--- src/hw/bridge_clock_reset_defines.vh ---
// constants for the bridge clock selection, clock mask and reset block
`ifndef BRIDGE_CLOCK_RESET_DEFINES_VH
`define BRIDGE_CLOCK_RESET_DEFINES_VH

// secondary clock fan-out
`define SEC_CLOCK_COUNT        10
`define SEC_MASK_RESET         10'h000

// configuration space of the primary port
`define CFG_ADDR_WIDTH         8
`define CFG_STD_FIRST          8'h00
`define CFG_STD_LAST           8'h3f
`define BRIDGE_CTRL_OFFSET     8'h3e
`define BRIDGE_CTRL_RESET      16'h0000
`define BRIDGE_CTRL_SEC_RESET  6

// mask loader states
`define MASK_ST_HOLD           2'h0
`define MASK_ST_SHIFT          2'h1
`define MASK_ST_DONE           2'h2

`endif

--- src/hw/pin_sync.v ---
// two flip-flop synchroniser for pins from outside the clock domain
`timescale 1ns/100ps
module pin_sync #(
  parameter             WIDTH      = 1,
  parameter [WIDTH-1:0] RESET_VAL  = {WIDTH{1'b0}}
) (
  input  wire             clk,
  input  wire             reset,
  input  wire [WIDTH-1:0] pin_in,
  output reg  [WIDTH-1:0] sync_out
);

  reg [WIDTH-1:0] meta_r;

  // meta_r feeds only the second stage
  always @(posedge clk or posedge reset) begin
    if (reset) begin
      meta_r   <= RESET_VAL;
      sync_out <= RESET_VAL;
    end else begin
      meta_r   <= pin_in;
      sync_out <= meta_r;
    end
  end

endmodule

--- src/hw/mask_shifter.v ---
// serial shift register that collects the secondary clock disable mask
`timescale 1ns/100ps
`include "bridge_clock_reset_defines.vh"
module mask_shifter #(
  parameter WIDTH = `SEC_CLOCK_COUNT
) (
  input  wire             clk,
  input  wire             reset,
  input  wire             clear,
  input  wire             shift_en,
  input  wire             bit_in,
  output reg  [WIDTH-1:0] mask,
  output reg              full
);

  localparam CW = $clog2(WIDTH + 1);

  reg [CW-1:0] count_r;

  // first bit received ends up in bit 0 once all bits are in
  always @(posedge clk or posedge reset) begin
    if (reset) begin
      mask    <= `SEC_MASK_RESET;
      count_r <= {CW{1'b0}};
      full    <= 1'b0;
    end else if (clear) begin
      mask    <= `SEC_MASK_RESET;
      count_r <= {CW{1'b0}};
      full    <= 1'b0;
    end else if (shift_en && !full) begin
      mask    <= {bit_in, mask[WIDTH-1:1]};
      count_r <= count_r + 1'b1;
      full    <= (count_r == WIDTH[CW-1:0] - 1'b1);
    end
  end

endmodule

--- src/hw/bridge_clock_reset_control.v ---
// clock selection, secondary clock fan-out with serial mask, and reset distribution
//
// How it works
// - primary timing ticks from primary clock
// - secondary timing ticks from secondary clock input
// - strap low picks oscillator, high primary
// - mask sampling starts after primary reset release
// - mask bits shift into clock control register
// - mask held low keeps all clocks running
// - masked clocks run, then static high
// - primary reset floats outputs, error, grant
// - primary reset restores standard config defaults
// - primary reset three-states bus, no parking
// - primary reset asserts secondary reset
// - bridge control bit asserts secondary reset
`timescale 1ns/100ps
`include "bridge_clock_reset_defines.vh"
module bridge_clock_reset_control #(
  parameter NCLK = `SEC_CLOCK_COUNT
) (
  input  wire            clk,
  input  wire            reset,
  input  wire            primary_clock_in,
  input  wire            secondary_clock_in,
  input  wire            external_oscillator_in,
  input  wire            oscillator_select_n,
  input  wire            clock_mask_serial_in,
  input  wire            primary_reset_in_n,
  input  wire            cfg_wr_en,
  input  wire [7:0]      cfg_wr_addr,
  input  wire [15:0]     cfg_wr_data,
  output reg             primary_clock_tick_r,
  output reg             secondary_clock_tick_r,
  output reg  [NCLK-1:0] secondary_clock_out_r,
  output reg             secondary_reset_out_n_r,
  output reg             primary_output_enable_r,
  output reg             primary_system_error_oe_r,
  output reg             primary_grant_oe_r,
  output reg             primary_park_enable_r,
  output reg  [15:0]     bridge_control_r,
  output reg  [NCLK-1:0] clock_mask_r,
  output reg             mask_loaded_r
);

  // ----------------------------------------------------------------
  // helpers
  // ----------------------------------------------------------------

  function rise;
    input now_lvl;
    input old_lvl;
    begin
      rise = now_lvl & ~old_lvl;
    end
  endfunction

  // ----------------------------------------------------------------
  // pin synchronisers
  // ----------------------------------------------------------------

  wire [5:0] pins_sync;
  wire       pclk_s;
  wire       sclk_s;
  wire       osc_s;
  wire       osc_sel_n_s;
  wire       mask_in_s;
  wire       prst_n_s;

  // reset level of the reset pin stage is "asserted" so nothing runs early;
  // the strap stage starts high, so the primary clock is the source out of reset
  pin_sync #(
    .WIDTH     (6),
    .RESET_VAL (6'h10)
  ) u_pin_sync (
    .clk      (clk),
    .reset    (reset),
    .pin_in   ({clock_mask_serial_in, oscillator_select_n, primary_reset_in_n,
                external_oscillator_in, secondary_clock_in, primary_clock_in}),
    .sync_out (pins_sync)
  );

  assign pclk_s      = pins_sync[0];
  assign sclk_s      = pins_sync[1];
  assign osc_s       = pins_sync[2];
  assign prst_n_s    = ~pins_sync[3] ? 1'b0 : 1'b1;
  assign osc_sel_n_s = pins_sync[4];
  assign mask_in_s   = pins_sync[5];

  // ----------------------------------------------------------------
  // primary reset as an asynchronous clear
  // ----------------------------------------------------------------

  // the pin clears the drive enables at once, without waiting for clk;
  // release is taken from the synchronised copy so it is glitch free
  wire prst_async;

  assign prst_async = reset | ~primary_reset_in_n;

  // ----------------------------------------------------------------
  // clock edge detection
  // ----------------------------------------------------------------

  reg pclk_d_r;
  reg sclk_d_r;

  always @(posedge clk or posedge reset) begin
    if (reset) begin
      pclk_d_r <= 1'b0;
      sclk_d_r <= 1'b0;
    end else begin
      pclk_d_r <= pclk_s;
      sclk_d_r <= sclk_s;
    end
  end

  wire pclk_rise;
  wire sclk_rise;

  assign pclk_rise = rise(pclk_s, pclk_d_r);
  assign sclk_rise = rise(sclk_s, sclk_d_r);

  // one-cycle enables for the bus interface logic of each port
  always @(posedge clk or posedge reset) begin
    if (reset) begin
      primary_clock_tick_r   <= 1'b0;
      secondary_clock_tick_r <= 1'b0;
    end else begin
      primary_clock_tick_r   <= pclk_rise;
      secondary_clock_tick_r <= sclk_rise;
    end
  end

  // ----------------------------------------------------------------
  // bridge control register
  // ----------------------------------------------------------------

  wire ctrl_hit;

  assign ctrl_hit = cfg_wr_en && (cfg_wr_addr == `BRIDGE_CTRL_OFFSET);

  // the standard header follows the primary reset pin, not only reset;
  // the raw pin may lift the async clear at any moment, but the synchronous
  // branch keeps the register cleared until the synchronised copy follows,
  // so removal timing against clk never matters
  always @(posedge clk or posedge prst_async) begin
    if (prst_async) begin
      bridge_control_r <= `BRIDGE_CTRL_RESET;
    end else if (!prst_n_s) begin
      bridge_control_r <= `BRIDGE_CTRL_RESET;
    end else if (ctrl_hit) begin
      bridge_control_r <= cfg_wr_data;
    end
  end

  wire sec_reset_bit;

  assign sec_reset_bit = bridge_control_r[`BRIDGE_CTRL_SEC_RESET];

  // ----------------------------------------------------------------
  // primary pin drive enables
  // ----------------------------------------------------------------

  // enables drop at once on the raw pin and rise only from the synchronised
  // copy, so a glitch on the pin can float the bus but never drive it early
  always @(posedge clk or posedge prst_async) begin
    if (prst_async) begin
      primary_output_enable_r   <= 1'b0;
      primary_system_error_oe_r <= 1'b0;
      primary_grant_oe_r        <= 1'b0;
      primary_park_enable_r     <= 1'b0;
    end else begin
      primary_output_enable_r   <= prst_n_s;
      primary_system_error_oe_r <= prst_n_s;
      primary_grant_oe_r        <= prst_n_s;
      primary_park_enable_r     <= prst_n_s;
    end
  end

  // ----------------------------------------------------------------
  // clock mask loader
  // ----------------------------------------------------------------

  localparam [1:0] ST_HOLD  = `MASK_ST_HOLD;
  localparam [1:0] ST_SHIFT = `MASK_ST_SHIFT;
  localparam [1:0] ST_DONE  = `MASK_ST_DONE;

  reg  [1:0]      mask_state_r;
  reg  [1:0]      mask_state_nxt;
  wire [NCLK-1:0] shifter_mask;
  wire            shifter_full;
  wire            shift_clear;
  wire            shift_step;

  // a new primary reset always restarts the load from an empty mask
  assign shift_clear = !prst_n_s;
  // one bit per primary clock rise while secondary reset is still held
  assign shift_step  = (mask_state_r == ST_SHIFT) && pclk_rise;

  always @* begin
    mask_state_nxt = mask_state_r;
    case (mask_state_r)
      ST_HOLD: begin
        if (prst_n_s && !secondary_reset_out_n_r) begin
          mask_state_nxt = ST_SHIFT;
        end
      end
      ST_SHIFT: begin
        if (!prst_n_s) begin
          mask_state_nxt = ST_HOLD;
        end else if (shifter_full) begin
          mask_state_nxt = ST_DONE;
        end
      end
      ST_DONE: begin
        if (!prst_n_s) begin
          mask_state_nxt = ST_HOLD;
        end
      end
      default: begin
        mask_state_nxt = ST_HOLD;
      end
    endcase
  end

  always @(posedge clk or posedge reset) begin
    if (reset) begin
      mask_state_r <= ST_HOLD;
    end else begin
      mask_state_r <= mask_state_nxt;
    end
  end

  mask_shifter #(
    .WIDTH (NCLK)
  ) u_mask_shifter (
    .clk      (clk),
    .reset    (reset),
    .clear    (shift_clear),
    .shift_en (shift_step),
    .bit_in   (mask_in_s),
    .mask     (shifter_mask),
    .full     (shifter_full)
  );

  // the clock control register only takes the mask once all bits are in,
  // so a partly shifted pattern never stops a clock
  always @(posedge clk or posedge reset) begin
    if (reset) begin
      clock_mask_r  <= `SEC_MASK_RESET;
      mask_loaded_r <= 1'b0;
    end else if (!prst_n_s) begin
      clock_mask_r  <= `SEC_MASK_RESET;
      mask_loaded_r <= 1'b0;
    end else if (mask_state_r == ST_SHIFT && shifter_full) begin
      clock_mask_r  <= shifter_mask;
      mask_loaded_r <= 1'b1;
    end
  end

  // ----------------------------------------------------------------
  // secondary clock source and fan-out
  // ----------------------------------------------------------------

  // the strap is read live; the board is trusted to tie it firmly,
  // a floating strap would switch the source mid-frame
  wire src_clk;

  assign src_clk = osc_sel_n_s ? pclk_s : osc_s;

  // outputs are a sampled copy of the source, so their high and low
  // phases are accurate only to one clk period
  always @(posedge clk or posedge reset) begin
    if (reset) begin
      secondary_clock_out_r <= {NCLK{1'b0}};
    end else begin
      // zero bits keep the clock running, set bits park it high
      secondary_clock_out_r <= {NCLK{src_clk}} | clock_mask_r;
    end
  end

  // ----------------------------------------------------------------
  // secondary reset
  // ----------------------------------------------------------------

  // held through the mask load so downstream devices see stable clocks
  // before they leave reset
  wire sec_reset_req;

  assign sec_reset_req = !prst_n_s || sec_reset_bit || (mask_state_r != ST_DONE);

  always @(posedge clk or posedge prst_async) begin
    if (prst_async) begin
      secondary_reset_out_n_r <= 1'b0;
    end else if (sec_reset_req) begin
      secondary_reset_out_n_r <= 1'b0;
    end else begin
      secondary_reset_out_n_r <= 1'b1;
    end
  end

endmodule

--- config.mk ---
export PLATFORM = sky130hd
export DESIGN_NAME = bridge_clock_reset_control
export DESIGN_NICKNAME = d
export VERILOG_FILES = /design/src/hw/pin_sync.v /design/src/hw/mask_shifter.v /design/src/hw/bridge_clock_reset_control.v
export VERILOG_INCLUDE_DIRS = /design/src /design/src/hw
export SDC_FILE = /design/constraint.sdc
export NUM_CORES = 1
export LEC_CHECK = 0
export BUFFER_PORTS_ARGS = -buffer_cell sky130_fd_sc_hd__buf_2
export CORE_MARGIN = 2
export CORE_UTILIZATION = 55
export DETAILED_ROUTE_END_ITERATION = 8
export PLACE_DENSITY_LB_ADDON = 0.12
export SYNTH_ARGS = -nofsm -noshare
export SYNTH_HDL_FRONTEND = slang
export SYNTH_HIERARCHICAL = 1
export SYNTH_SLANG_ARGS = --single-unit
export TNS_END_PERCENT = 10
--- constraint.sdc ---
create_clock -name clk -period 2.31 [get_ports clk]
set_input_delay 0 -clock clk [delete_from_list [all_inputs] [get_ports clk]]
set_output_delay 0 -clock clk [all_outputs]
set_load 0.03 [all_outputs]
; ---- Word-level counts from Yosys, hierarchy flattened
; Index checks and enable logic that the tools add are counted.
[op_classes]
mux = 20
n_eq_ne = 11
bitwise_logic = 8
addsub = 1
reduce_logical = 11
[op_table]
columns = op, n
row1 = 2-to-1 mux 10 bit, 4
row2 = 2-to-1 mux 16 bit, 2
row3 = "!= test 2 bit, second input constant", 5
row4 = bitwise OR 10 bit, 1
row5 = "equality test 8 x 6 -> 1 bit, second input constant", 1
row6 = 2-to-1 mux 2 bit, 4
row7 = 2-to-1 mux 4 bit, 2
row8 = 2-to-1 mux 1 bit, 7
row9 = case mux 2 bit (3 select lines), 1
row10 = logical AND 1 bit, 5
row11 = "adder 4 x 1 -> 4 bit, second input constant", 1
row12 = "equality test 4 bit, second input constant", 1
row13 = inverter 1 bit, 4
row14 = "!= test 3 x 2 -> 1 bit, second input constant", 1
row15 = AND reduction 3 bit, 1
row16 = bitwise AND 1 bit, 2
row17 = "equality test 2 x 1 -> 1 bit, second input constant", 1
row18 = "equality test 2 bit, second input constant", 1
row19 = logical NOT 1 bit, 2
row20 = logical NOT 2 bit, 1
row21 = logical OR 1 bit, 2
row22 = "!= test 2 x 1 -> 1 bit, second input constant", 1
row23 = bitwise OR 1 bit, 1
[totals]
ff_bits = 72
inputBits = 33
out_inout_bits = 44

; ---- Depth between registers and ports, before layout
; Gate-level depths: netlist of the first run.
[logic_depth]
ltp_word = 6
depth_mapped = 6
mapped_depth_nobuf = 5

; ---- Cells and area by module
; Netlist of the first run, hierarchy kept.
[modules_own_cells]
columns = mod, cells_each, n_inst, seq_area_each_um2, area_each_um2
row1 = bridge_clock_reset_control, 143, 1, 1126.1, 1778.0
row2 = mask_shifter, 68, 1, 375.4, 646.9
row3 = pin_sync, 13, 1, 302.8, 306.5

; ---- Worst setup path after synthesis of the first run
; No wires, ideal clock.
[synth_path]
path_kind = reg-to-reg
startpoint = register u_pin_sync.sync_out[3]
endpoint = register clock_mask_r[0]
setup_time_ps = 66
path_buffers = 2
required_time_ps = 2244
t_arrival_ps = 1232
stages_incl_launch_ff = 6
setup_slack_ps = 1011
path_cell_list = dfrtp_1 -> clkbuf_1 -> inv_2 -> nor3_1 -> buf_2 -> a22o_1
[synth_via]
elab_chain_cells = 1
elab_cells_between_ends = 2
[synth_rtl]
columns = item, line_no
row1 = start: declaration, pin_sync.v:10  ; output reg [WIDTH-1:0] sync_out
row2 = start signal: assignment, pin_sync.v:22  ; sync_out <= meta_r;
row3 = != test 2 bit (no line) or 2-to-1 mux 10 bit (tied branches), n/a
row4 = end signal: assignment, bridge_clock_reset_control.v:249  ; clock_mask_r <= `SEC_MASK_RESET;
row5 = end signal: assignment, bridge_clock_reset_control.v:252  ; clock_mask_r <= `SEC_MASK_RESET;
row6 = end signal: assignment, bridge_clock_reset_control.v:255  ; clock_mask_r <= shifter_mask;
row7 = end: declaration, bridge_clock_reset_control.v:41  ; output reg [NCLK-1:0] clock_mask_r,
; Parallel ways exist; a longest one is shown, timed or not.
; A chain may end at the register's enable or synchronous reset.

; ---- Final worst setup path of the first run
[layout_path]
startpoint = register u_pin_sync.sync_out[0]
endpoint = register u_mask_shifter.count_r[3]
[layout_via]
elab_chain_cells = 4
[layout_rtl]
columns = item, line_no
row1 = bitwise AND 1 bit, bridge_clock_reset_control.v:53  ; rise = now_lvl & ~old_lvl;
row2 = named net pclk_rise, bridge_clock_reset_control.v:116  ; wire pclk_rise;
row3 = logical AND 1 bit, bridge_clock_reset_control.v:197  ; assign shift_step = (mask_state_r == ST_SHIFT) && pclk_rise;
row4 = named net shift_step, bridge_clock_reset_control.v:192  ; wire shift_step;
row5 = logical AND 1 bit, mask_shifter.v:30  ; end else if (shift_en && !full) begin
row6 = != test 2 x 1 -> 1 bit (no line), n/a
row7 = end signal: assignment, mask_shifter.v:24  ; count_r <= {CW{1'b0}};
row8 = end signal: assignment, mask_shifter.v:28  ; count_r <= {CW{1'b0}};
row9 = end signal: assignment, mask_shifter.v:32  ; count_r <= count_r + 1'b1;
row10 = end: declaration, mask_shifter.v:18  ; reg [CW-1:0] count_r;
; The timed path passes the listed nets, and every way through them passes these cells.

==> metrics.yaml, run 1 <==
result_of_the_run: "completed"
slew_violations: 0
yosys_register_bits: 72
switching_share: 0.217
worstReg2RegStart: "u_pin_sync/sync_out[0]$_DFF_PP0_"
dp_hpwl_mm: 3.29
synth_top_cell_by_area: "dfrtp_1"
netlist_area_um2: 2730
synth.yosys.warnings: 6
maximum_fanout_along_the_worst_path: 12
hold-path-cell-count: 4
cell_internal_pwr_mw: 2.04
hold_path_end: "bridge_control_r[13]$_DFFE_PP0P_"
arrival_time_worst_endpoint_ns: 1.99
power_density_nw_per_um2: 723
worst_r2r_path_depth: 5
io_pins: 77
r2r_end: "u_mask_shifter/count_r[3]$_DFFE_PP0P_"
firstDrtPassIters: 4
clock_tree_from_tritoncts: "built"
fillCellCount: 329
clk_root_buffer_cell: "clkbuf_8"
post_synth_edffs: 0
power_frac_comb: 0.077
drc: 0
finalHoldViolCount: 0
cts_buffer_depth: 2
ys_types: 33
holdCritPathClass: "input pin to flop"
layout.nets: 359
ys.flop_type: "dfrtp_1"
power_leakage_nw: 1.79
worst_path_class_setup: "flop to flop"
slew-limit-headroom: 0.340
synth.yosys.seq_area_share: 0.661
rsz0062_at_grt: "no"
max-vdd-ir-drop_uv: 445
insertion_delay_ns: 0.34
post_synth_main_area_contributors: "dfrtp_1, nand2_1, mux2i_1"
worstSetupEndpointType: "flop"
syn_to_final_growth_pct: 31.8
coreArea_um2: 4750
final-setup-viol-count: 0
grt_antenna_before_repair: 0
period_minus_slack_ns: 1.73
fin_worst_skew_ns: 0.00991
antenna_left: 0
fraction_of_final_layout_cells_with_drive_strength_greater_than_1: 0.307
first_pass_grt_wire_length_mm: 8.60
grt_max_degree: 36
floorplan.die.height_um: 74.5
portBuffers: 76
routed_via_density: 4.93
synth_async_sr_flop_share: 1.00
clock_tree.htree_level_count: 3
total_cts_buffers: 9
layout_worst_path_cycle_share: 0.747
finalSetupTns_ns: 0
floorplan.die_area_um2: 5550
wl_mm: 5.25
fmax_mhz: 580
clock-sinks: 72
grt.overflow.total: 0
crit_path_start_kind: "flop"
cp.required_ns: 2.58
n_antenna_cell: 0
detail_route.iter0.violations: 120
most_frequent_cell_after_synthesis: "dfrtp_1"
number_of_global_route_vias_before_repair: 1830
synth_top_cell_area_share: 0.641
tightestPinTransition_ns: 0.989
maxCapViolCount: 0
worst-r2r-setup-slack_ns: 0.58
die_w_um: 74.5
reported_net_switching_power_uw: 566
hold_path.startpoint: "cfg_wr_addr[0]"
initial_utilization: 0.574
most_common_library_cells_after_synthesis: "dfrtp_1, nand2_1, mux2i_1, a21oi_1, nand2b_1"
synth.net_count: 259
hold_ws_ns: 0.197
detailroute.via_count: 1953
track_usage: 0.213
placement_rows: 25
wire_length_per_cell_um: 13.3
power.total_mw: 2.60
cts.reportedPaths.clkPinSlew_ns: 0.07
postSynthAreaPerCell_um2: 12.2
gpl.final_weighted_congestion: 0.752
synthCells: 224
sequentialPowerShare: 0.502
share_clk_of_total_power: 0.422
-- critical path, cell delays in order, from the launching register on --
cell and delay [ns]:
dfrtp_1 0.36, nor2b_1 0.21, and3b_1 0.26, nand2b_1 0.26
or3_1 0.42, a21oi_1 0.15
-- flip-flops by register name, indices dropped and copies added (netlist names) --
| signal | count |
|---|---|
| bridge_control_r | 16 |
| clock_mask_r | 10 |
| pclk_d_r | 1 |
| u_mask_shifter/full | 1 |
| mask_state_r | 2 |
| u_pin_sync/meta_r | 6 |
| secondary_clock_tick_r | 1 |
| primary_clock_tick_r | 1 |
| primary_park_enable_r | 1 |
| u_pin_sync/sync_out | 6 |
| secondary_clock_out_r | 10 |
| u_mask_shifter/mask | 10 |
| sclk_d_r | 1 |
| mask_loaded_r | 1 |
| secondary_reset_out_n_r | 1 |
| u_mask_shifter/count_r | 4 |
-- layer usage --
layer | vias to the layer above | routed length (µm) | track usage
met5 | - | 0 | 0
met4 | 0 | 83 | 0.0734
met3 | 12 | 293 | 0.0854
met2 | 64 | 2460 | 0.317
met1 | 939 | 2410 | 0.286
li1 | 938 | - | -
-- layout by cell type (no fill, tap or decap), drive strengths merged, types with 2 or more instances in the layout --
| cell type | count |
|---|---|
| bufinv | 2 |
| dfstp | 2 |
| a21oi | 11 |
| nand2b | 11 |
| dlygate4sd3 | 23 |
| mux2i | 17 |
| xnor2 | 2 |
| ha | 2 |
| buf | 79 |
| clkbuf | 13 |
| dfrtp | 70 |
| nand2 | 55 |
| a22o | 10 |
| inv | 6 |
| nor2 | 5 |
| nor2b | 4 |
-- repair_timing --
item / in CTS / in global routing
resized for setup: 0 / 0
buffers inserted: 0 / 0
endpoints found under the setup margin: 0 / 0
hold buffers: 23 / 0
hold endpoints to repair: 92 / 0
-- logic make-up (layout without fill, tap and decap cells) --
| kind of cell | after synthesis | count (layout) | share of synthesized area |
|---|---|---|---|
| fa+ha+maj | 2 | 2 | 0.00916 |
| xor+xnor | 2 | 2 | 0.00641 |
| compound gates | 27 | 27 | 0.0687 |
| simple gates | 84 | 84 | 0.153 |
| mux | 18 | 18 | 0.0664 |
| flops | 72 | 72 | 0.661 |
| buf+inv | 19 | 124 | 0.0353 |
-- worst max path at each step --
stage	start	endpoint	cells after the start
after floorplan	u_pin_sync/sync_out[3]$_DFF_PP0_	clock_mask_r[0]$_DFFE_PP0P_	5
after global placement	u_pin_sync/sync_out[0]$_DFF_PP0_	u_mask_shifter/count_r[3]$_DFFE_PP0P_	5
after detailed placement	u_pin_sync/sync_out[0]$_DFF_PP0_	u_mask_shifter/count_r[3]$_DFFE_PP0P_	5
after CTS	u_pin_sync/sync_out[0]$_DFF_PP0_	u_mask_shifter/count_r[3]$_DFFE_PP0P_	5
after global routing	u_pin_sync/sync_out[0]$_DFF_PP0_	u_mask_shifter/count_r[3]$_DFFE_PP0P_	5
final	u_pin_sync/sync_out[0]$_DFF_PP0_	u_mask_shifter/count_r[3]$_DFFE_PP0P_	5
-- layout make-up --
type | instances | area [µm²] | share of cell area
Clock buffer | 13 | 159 | 0.0441
Clock inverter | 3 | 65.1 | 0.0181
Inverter | 6 | 22.5 | 0.00625
Multi-Input combinational cell | 133 | 833 | 0.231
Sequential cell | 72 | 1800 | 0.501
Tap cell | 67 | 83.8 | 0.0233
Timing Repair Buffer | 102 | 633 | 0.176
-- power by group through the flow --
stage | clock network [mW] | registers, mW | logic [mW]
after floorplan | 0 | 1.36 | 0.0775
after global placement | 0 | 1.33 | 0.168
after detailed placement | 0 | 1.33 | 0.171
after CTS | 1.12 | 1.31 | 0.201
after global routing | 1.18 | 1.31 | 0.221
final | 1.10 | 1.31 | 0.200
-- stage by stage --
stage	instance area (µm²)	cells	utilization	setup WS (ns)
floorplan	2730	224	-	1.01
global placement	3150	357	0.662	0.684
finish	3600	396	0.757	0.585
CTS	3600	396	0.757	0.615
detailed placement	3150	357	0.662	0.622
global route	3600	396	0.757	0.466
Power figures use the tool's default switching activity.
==> run 2, diff against run 1 <==
--- a/config.mk
+++ b/config.mk
@@ -8,7 +8,7 @@
 export LEC_CHECK = 0
 export BUFFER_PORTS_ARGS = -buffer_cell sky130_fd_sc_hd__buf_2
 export CORE_MARGIN = 2
-export CORE_UTILIZATION = 55
+export CORE_UTILIZATION = 51
 export DETAILED_ROUTE_END_ITERATION = 8
 export PLACE_DENSITY_LB_ADDON = 0.12
 export SYNTH_ARGS = -nofsm -noshare
==> constraint.sdc (replaced) <==
create_clock -name clk -period 1.6 [get_ports clk]
set_input_delay 0 -clock clk [delete_from_list [all_inputs] [get_ports clk]]
set_output_delay 0 -clock clk [all_outputs]
set_load 0.03 [all_outputs]
==> run 2 against run 1 <==
Total power up 52%; critical path depth unchanged; sequential power up 44%; non-clock buffer count up 7; combinational power up 50%; clock power up 62%; design area up 2.5%; via count up 2.4%.
==> metrics.yaml, run 2 (synthesis gave the netlist of run 1 again) <==
floorplan.die.height_um: 77.2
dp_worst_setup_slack_ns: 0.128
antenna_left: 0
die_w_um: 77.2
power_density_nw_per_um2: 1080
max-vdd-ir-drop_uv: 646
arrival_time_worst_endpoint_ns: 1.69
count_of_non_filler_cells_in_the_finished_layout: 406
dp_hpwl_mm: 3.40
layout_common_cells: "buf_2, dfrtp_1, nand2_1, dlygate4sd3_1, mux2i_1"
period_minus_slack_ns: 1.45
firstDrtPassIters: 4
cp.required_ns: 1.84
cp_slowest_cell: "dfrtp_1"
worst_path_max_stage_delay_ns: 0.37
finalHoldViolCount: 0
fraction_of_final_layout_cells_with_drive_strength_greater_than_1: 0.324
hold_ws_ns: 0.183
detailroute.via_count: 1999
grt_antenna_before_repair: 0
cts_buffer_depth: 2
placement_rows: 26
layout.nets: 366
insertion_delay_ns: 0.35
first_pass_grt_wire_length_mm: 9.00
numPlacedInstances: 365
worst-path-buf-inv: 0
tightestPinTransition_ns: 0.575
rsz0062_at_grt: "no"
power_leakage_nw: 1.84
clock_tree.htree_level_count: 3
portBuffers: 76
final-setup-viol-count: 0
utilization: 0.718
detail_route.iter0.violations: 140
grt_max_degree: 35
postLayoutSetupSlackWorst_ns: 0.149
critical_path.top_delay_family: "simple AND/OR/NAND/NOR gates"
number_of_global_route_vias_before_repair: 1925
floorplan.die_area_um2: 5960
wire_length_per_cell_um: 13.1
wl_mm: 5.32
coreArea_um2: 5140
slew_violations: 0
initial_utilization: 0.531
result_of_the_run: "completed"
maxCapViolCount: 0
cts.reportedPaths.clkPinSlew_ns: 0.08
io_pins: 77
routed_via_density: 4.92
crit_path_start_kind: "flop"
holdCritPathClass: "input pin to flop"
fin_worst_skew_ns: 0.0110
worstSetupEndpointType: "flop"
path_cells: "nor2b_1 > and3b_2 > and2b_4 > nor2_1 > a211oi_1"
total_cts_buffers: 9
final_common_cell: "buf_2"
gpl.final_weighted_congestion: 0.740
n_antenna_cell: 0
drc: 0
fmax_mhz: 689
layout_worst_path_cycle_share: 0.907
slew-limit-headroom: 0.617
finalSetupTns_ns: 0
max_flop_register: "bridge_control_r"
grt.overflow.total: 0
clock-sinks: 72
fillCellCount: 365
largest_register_ffs: 16
syn_to_final_growth_pct: 35.1
track_usage: 0.193
maximum_fanout_along_the_worst_path: 12
worst_path_class_setup: "flop to flop"
clk_root_buffer_cell: "clkbuf_8"
clock_tree_from_tritoncts: "built"
run 2: worst register-to-register path, cell delays in order, from the launching register on:
cell and delay, ns:
dfrtp_1 0.37, nor2b_1 0.19, and3b_2 0.25, and2b_4 0.26
nor2_1 0.06, a211oi_1 0.22
run 2: report_power, final:
| part | switching, mW | leakage (nW) | internal [mW] |
|---|---|---|---|
| Sequential | 0.0184 | 0.939 | 1.87 |
| Combinational | 0.178 | 0.772 | 0.123 |
| Clock | 0.655 | 0.127 | 1.13 |
run 2: cell type report:
cell class / count / area (µm²) / area share
Sequential cell: 72 / 1800 / 0.489
Clock inverter: 4 / 98.8 / 0.0268
Tap cell: 70 / 87.6 / 0.0237
Clock buffer: 12 / 155 / 0.0420
Timing Repair Buffer: 109 / 688 / 0.186
Inverter: 6 / 22.5 / 0.00610
Multi-Input combinational cell: 133 / 835 / 0.226
run 2: repair_timing:
action,in CTS,in global routing
endpoints found under the hold margin,92,0
endpoints found under the setup margin,0,2
resized for setup,0,1
buffers inserted,0,1
hold buffers,24,0
run 2: path summary, 6_finish.rpt:
check	from	end	slack, ns	cells past startpoint
worst max-delay path	u_pin_sync/sync_out[0]$_DFF_PP0_	u_mask_shifter/count_r[1]$_DFFE_PP0P_	0.15	5
worst min-delay path	cfg_wr_addr[0]	bridge_control_r[2]$_DFFE_PP0P_	0.18	4
worst max register to register	u_pin_sync/sync_out[0]$_DFF_PP0_	u_mask_shifter/count_r[1]$_DFFE_PP0P_	0.15	5
worst min register to register	u_pin_sync/meta_r[3]$_DFF_PP0_	u_pin_sync/sync_out[3]$_DFF_PP0_	0.35	0
max in group asynchronous	reset	bridge_control_r[0]$_DFFE_PP0P_	0.42	5
min in group asynchronous	reset	u_pin_sync/meta_r[5]$_DFF_PP0_	0.22	3
run 2: layer usage:
metal / track usage / vias to the layer above / routed length, µm
li1: - / 955 / -
met1: 0.244 / 971 / 2250
met2: 0.318 / 65 / 2660
met3: 0.0459 / 8 / 310
met4: 0.0857 / 0 / 98
met5: 0 / - / 0
run 2: per-stage QoR:
| stage | power, mW | area, µm² |
|---|---|---|
| 5_1_grt | 4.12 | 3690 |
| 4_1_cts | 4.00 | 3680 |
| 6_report | 3.97 | 3690 |
| 3_3_place_gp | 2.17 | 3190 |
| 2_1_floorplan | 2.08 | 2730 |
| 3_5_place_dp | 2.18 | 3190 |
==> run 3, diff against run 2 <==
--- a/config.mk
+++ b/config.mk
@@ -11,6 +11,7 @@
 export CORE_UTILIZATION = 51
 export DETAILED_ROUTE_END_ITERATION = 8
 export PLACE_DENSITY_LB_ADDON = 0.12
+export REMOVE_ABC_BUFFERS = 1
 export SYNTH_ARGS = -nofsm -noshare
 export SYNTH_HDL_FRONTEND = slang
 export SYNTH_HIERARCHICAL = 1
==> run 3 against run 2 <==
Sequential share of layout area grew 0.40 points; clock power decreased by 3%; critical path depth is the same; register-to-register slack better by 0.03 ns; fmax grew 2.4%; sequential power is essentially flat; critical path type unchanged; critical endpoint is now u_mask_shifter/count_r[3]$_DFFE_PP0P_; largest cell class unchanged.
==> metrics.yaml, run 3 (synthesis gave the netlist of run 1 again) <==
result_of_the_run: "completed"
layout_common_cells: "buf_2, dfrtp_1, nand2_1, dlygate4sd3_1, mux2i_1"
period_minus_slack_ns: 1.42
wl_mm: 5.51
worstSetupEndpointType: "flop"
wire_length_per_cell_um: 13.6
drc: 0
floorplan.die.height_um: 77.2
max-vdd-ir-drop_uv: 693
cts.reportedPaths.clkPinSlew_ns: 0.08
met2_wirelength_mm: 2.82
gpl.final_weighted_congestion: 0.698
crit_path_start_kind: "flop"
clock_tree.htree_level_count: 3
clock_tree_from_tritoncts: "built"
grt_max_degree: 34
largest_register_ffs: 16
worst_setup_path_startpoint: "u_pin_sync/sync_out[0]$_DFF_PP0_"
clk_root_buffer_cell: "clkbuf_8"
cp.required_ns: 1.87
track_usage: 0.203
rsz0062_at_grt: "no"
antenna_left: 0
highest-signal-layer: "met4"
initial_utilization: 0.531
wirelength_met1_mm: 2.30
portBuffers: 76
postLayoutSetupSlackWorst_ns: 0.183
slew_violations: 0
worst_r2r_path_depth: 5
max_flop_register: "bridge_control_r"
grt.overflow.total: 0
worst-r2r-setup-slack_ns: 0.18
clock-sinks: 72
power_density_nw_per_um2: 1070
finalHoldViolCount: 0
die_w_um: 77.2
tightestPinTransition_ns: 0.565
dp_worst_setup_slack_ns: 0.174
io_pins: 77
worstReg2RegStart: "u_pin_sync/sync_out[0]$_DFF_PP0_"
maxCapViolCount: 0
arrival_time_worst_endpoint_ns: 1.69
hold_ws_ns: 0.107
fin_worst_skew_ns: 0.00414
final_common_cell: "buf_2"
cp_slowest_cell: "dfrtp_1"
first_pass_grt_wire_length_mm: 9.45
worst_path_max_stage_delay_ns: 0.37
coreArea_um2: 5140
slew-limit-headroom: 0.623
grt_antenna_before_repair: 0
floorplan.die_area_um2: 5960
layout_worst_path_cycle_share: 0.886
r2r_end: "u_mask_shifter/count_r[3]$_DFFE_PP0P_"
worst_path_class_setup: "flop to flop"
maximum_fanout_along_the_worst_path: 4
firstDrtPassIters: 4
insertion_delay_ns: 0.34
path_cells: "nor2b_1 > and3b_1 > nand2b_1 > or3_1 > a21oi_1"
routed_via_density: 4.86
holdCritPathClass: "input pin to async pin"
dp_hpwl_mm: 3.54
power.total_mw: 3.91
met3_length_um: 342
layout.nets: 364
number_of_global_route_vias_before_repair: 2111
final-setup-viol-count: 0
power_leakage_nw: 1.82
placement_rows: 26
fraction_of_final_layout_cells_with_drive_strength_greater_than_1: 0.323
cts_buffer_depth: 2
syn_to_final_growth_pct: 34.0
total_cts_buffers: 9
n_antenna_cell: 0
detailroute.via_count: 1963
fmax_mhz: 706
detail_route.iter0.violations: 153
cts-resized-gates: 0
==> run 3: worst max-delay path by stage <==
stage	end	slack, ns	depth (start not counted)
3_5_place_dp	u_mask_shifter/count_r[1]$_DFFE_PP0P_	0.17	5
3_3_place_gp	u_mask_shifter/count_r[3]$_DFFE_PP0P_	0.24	5
6_report	u_mask_shifter/count_r[3]$_DFFE_PP0P_	0.18	5
5_1_grt	u_mask_shifter/count_r[1]$_DFFE_PP0P_	0.04	5
4_1_cts	u_mask_shifter/count_r[3]$_DFFE_PP0P_	0.18	5
2_1_floorplan	clock_mask_r[0]$_DFFE_PP0P_	-0.51	3
==> run 3: power breakdown <==
part / leakage, nW / internal, mW / total (mW) / switching, mW
clock: 0.116 / 1.04 / 1.73 / 0.688
combinational: 0.762 / 0.120 / 0.297 / 0.178
sequential: 0.939 / 1.87 / 1.89 / 0.0203
total: 1.82 / 3.02 / 3.91 / 0.886
==> run 3: critical path, delay by kind of cell (launching register included) <==
kind             cells  cell delay, ns
AO/OA/AOI/OAI        1            0.14
AND/OR/NAND/NOR      4            0.84
flip-flops           1            0.37
==> run 3: per-stage QoR <==
step / utilization / TNS [ns] / cells / cell area (µm²)
6_report: 0.712 / 0 / 404 / 3660
5_1_grt: 0.712 / 0 / 404 / 3660
4_1_cts: 0.712 / 0 / 404 / 3660
3_5_place_dp: 0.620 / 0 / 365 / 3190
3_3_place_gp: 0.620 / 0 / 365 / 3190
2_1_floorplan: - / -5.49 / 211 / 2660
==> run 3: timing repair <==
item | in CTS | in global routing
buffers inserted | 0 | 0
hold buffers | 23 | 0
endpoints found under the hold margin | 92 | 0
==> run 3: layout make-up <==
cell class	instances	area (µm²)
sequential	72	1800
fill	396	1480
multi-input combinational	133	833
timing repair buffer	107	671
clock buffer	9	124
clock inverter	7	119
tap	70	87.6
inverter	6	22.5
==> run 3: layer usage <==
layer,GRT usage,up-vias
met5,0,-
met4,0.0929,0
met1,0.239,944
met3,0.0588,6
met2,0.343,66
li1,-,947
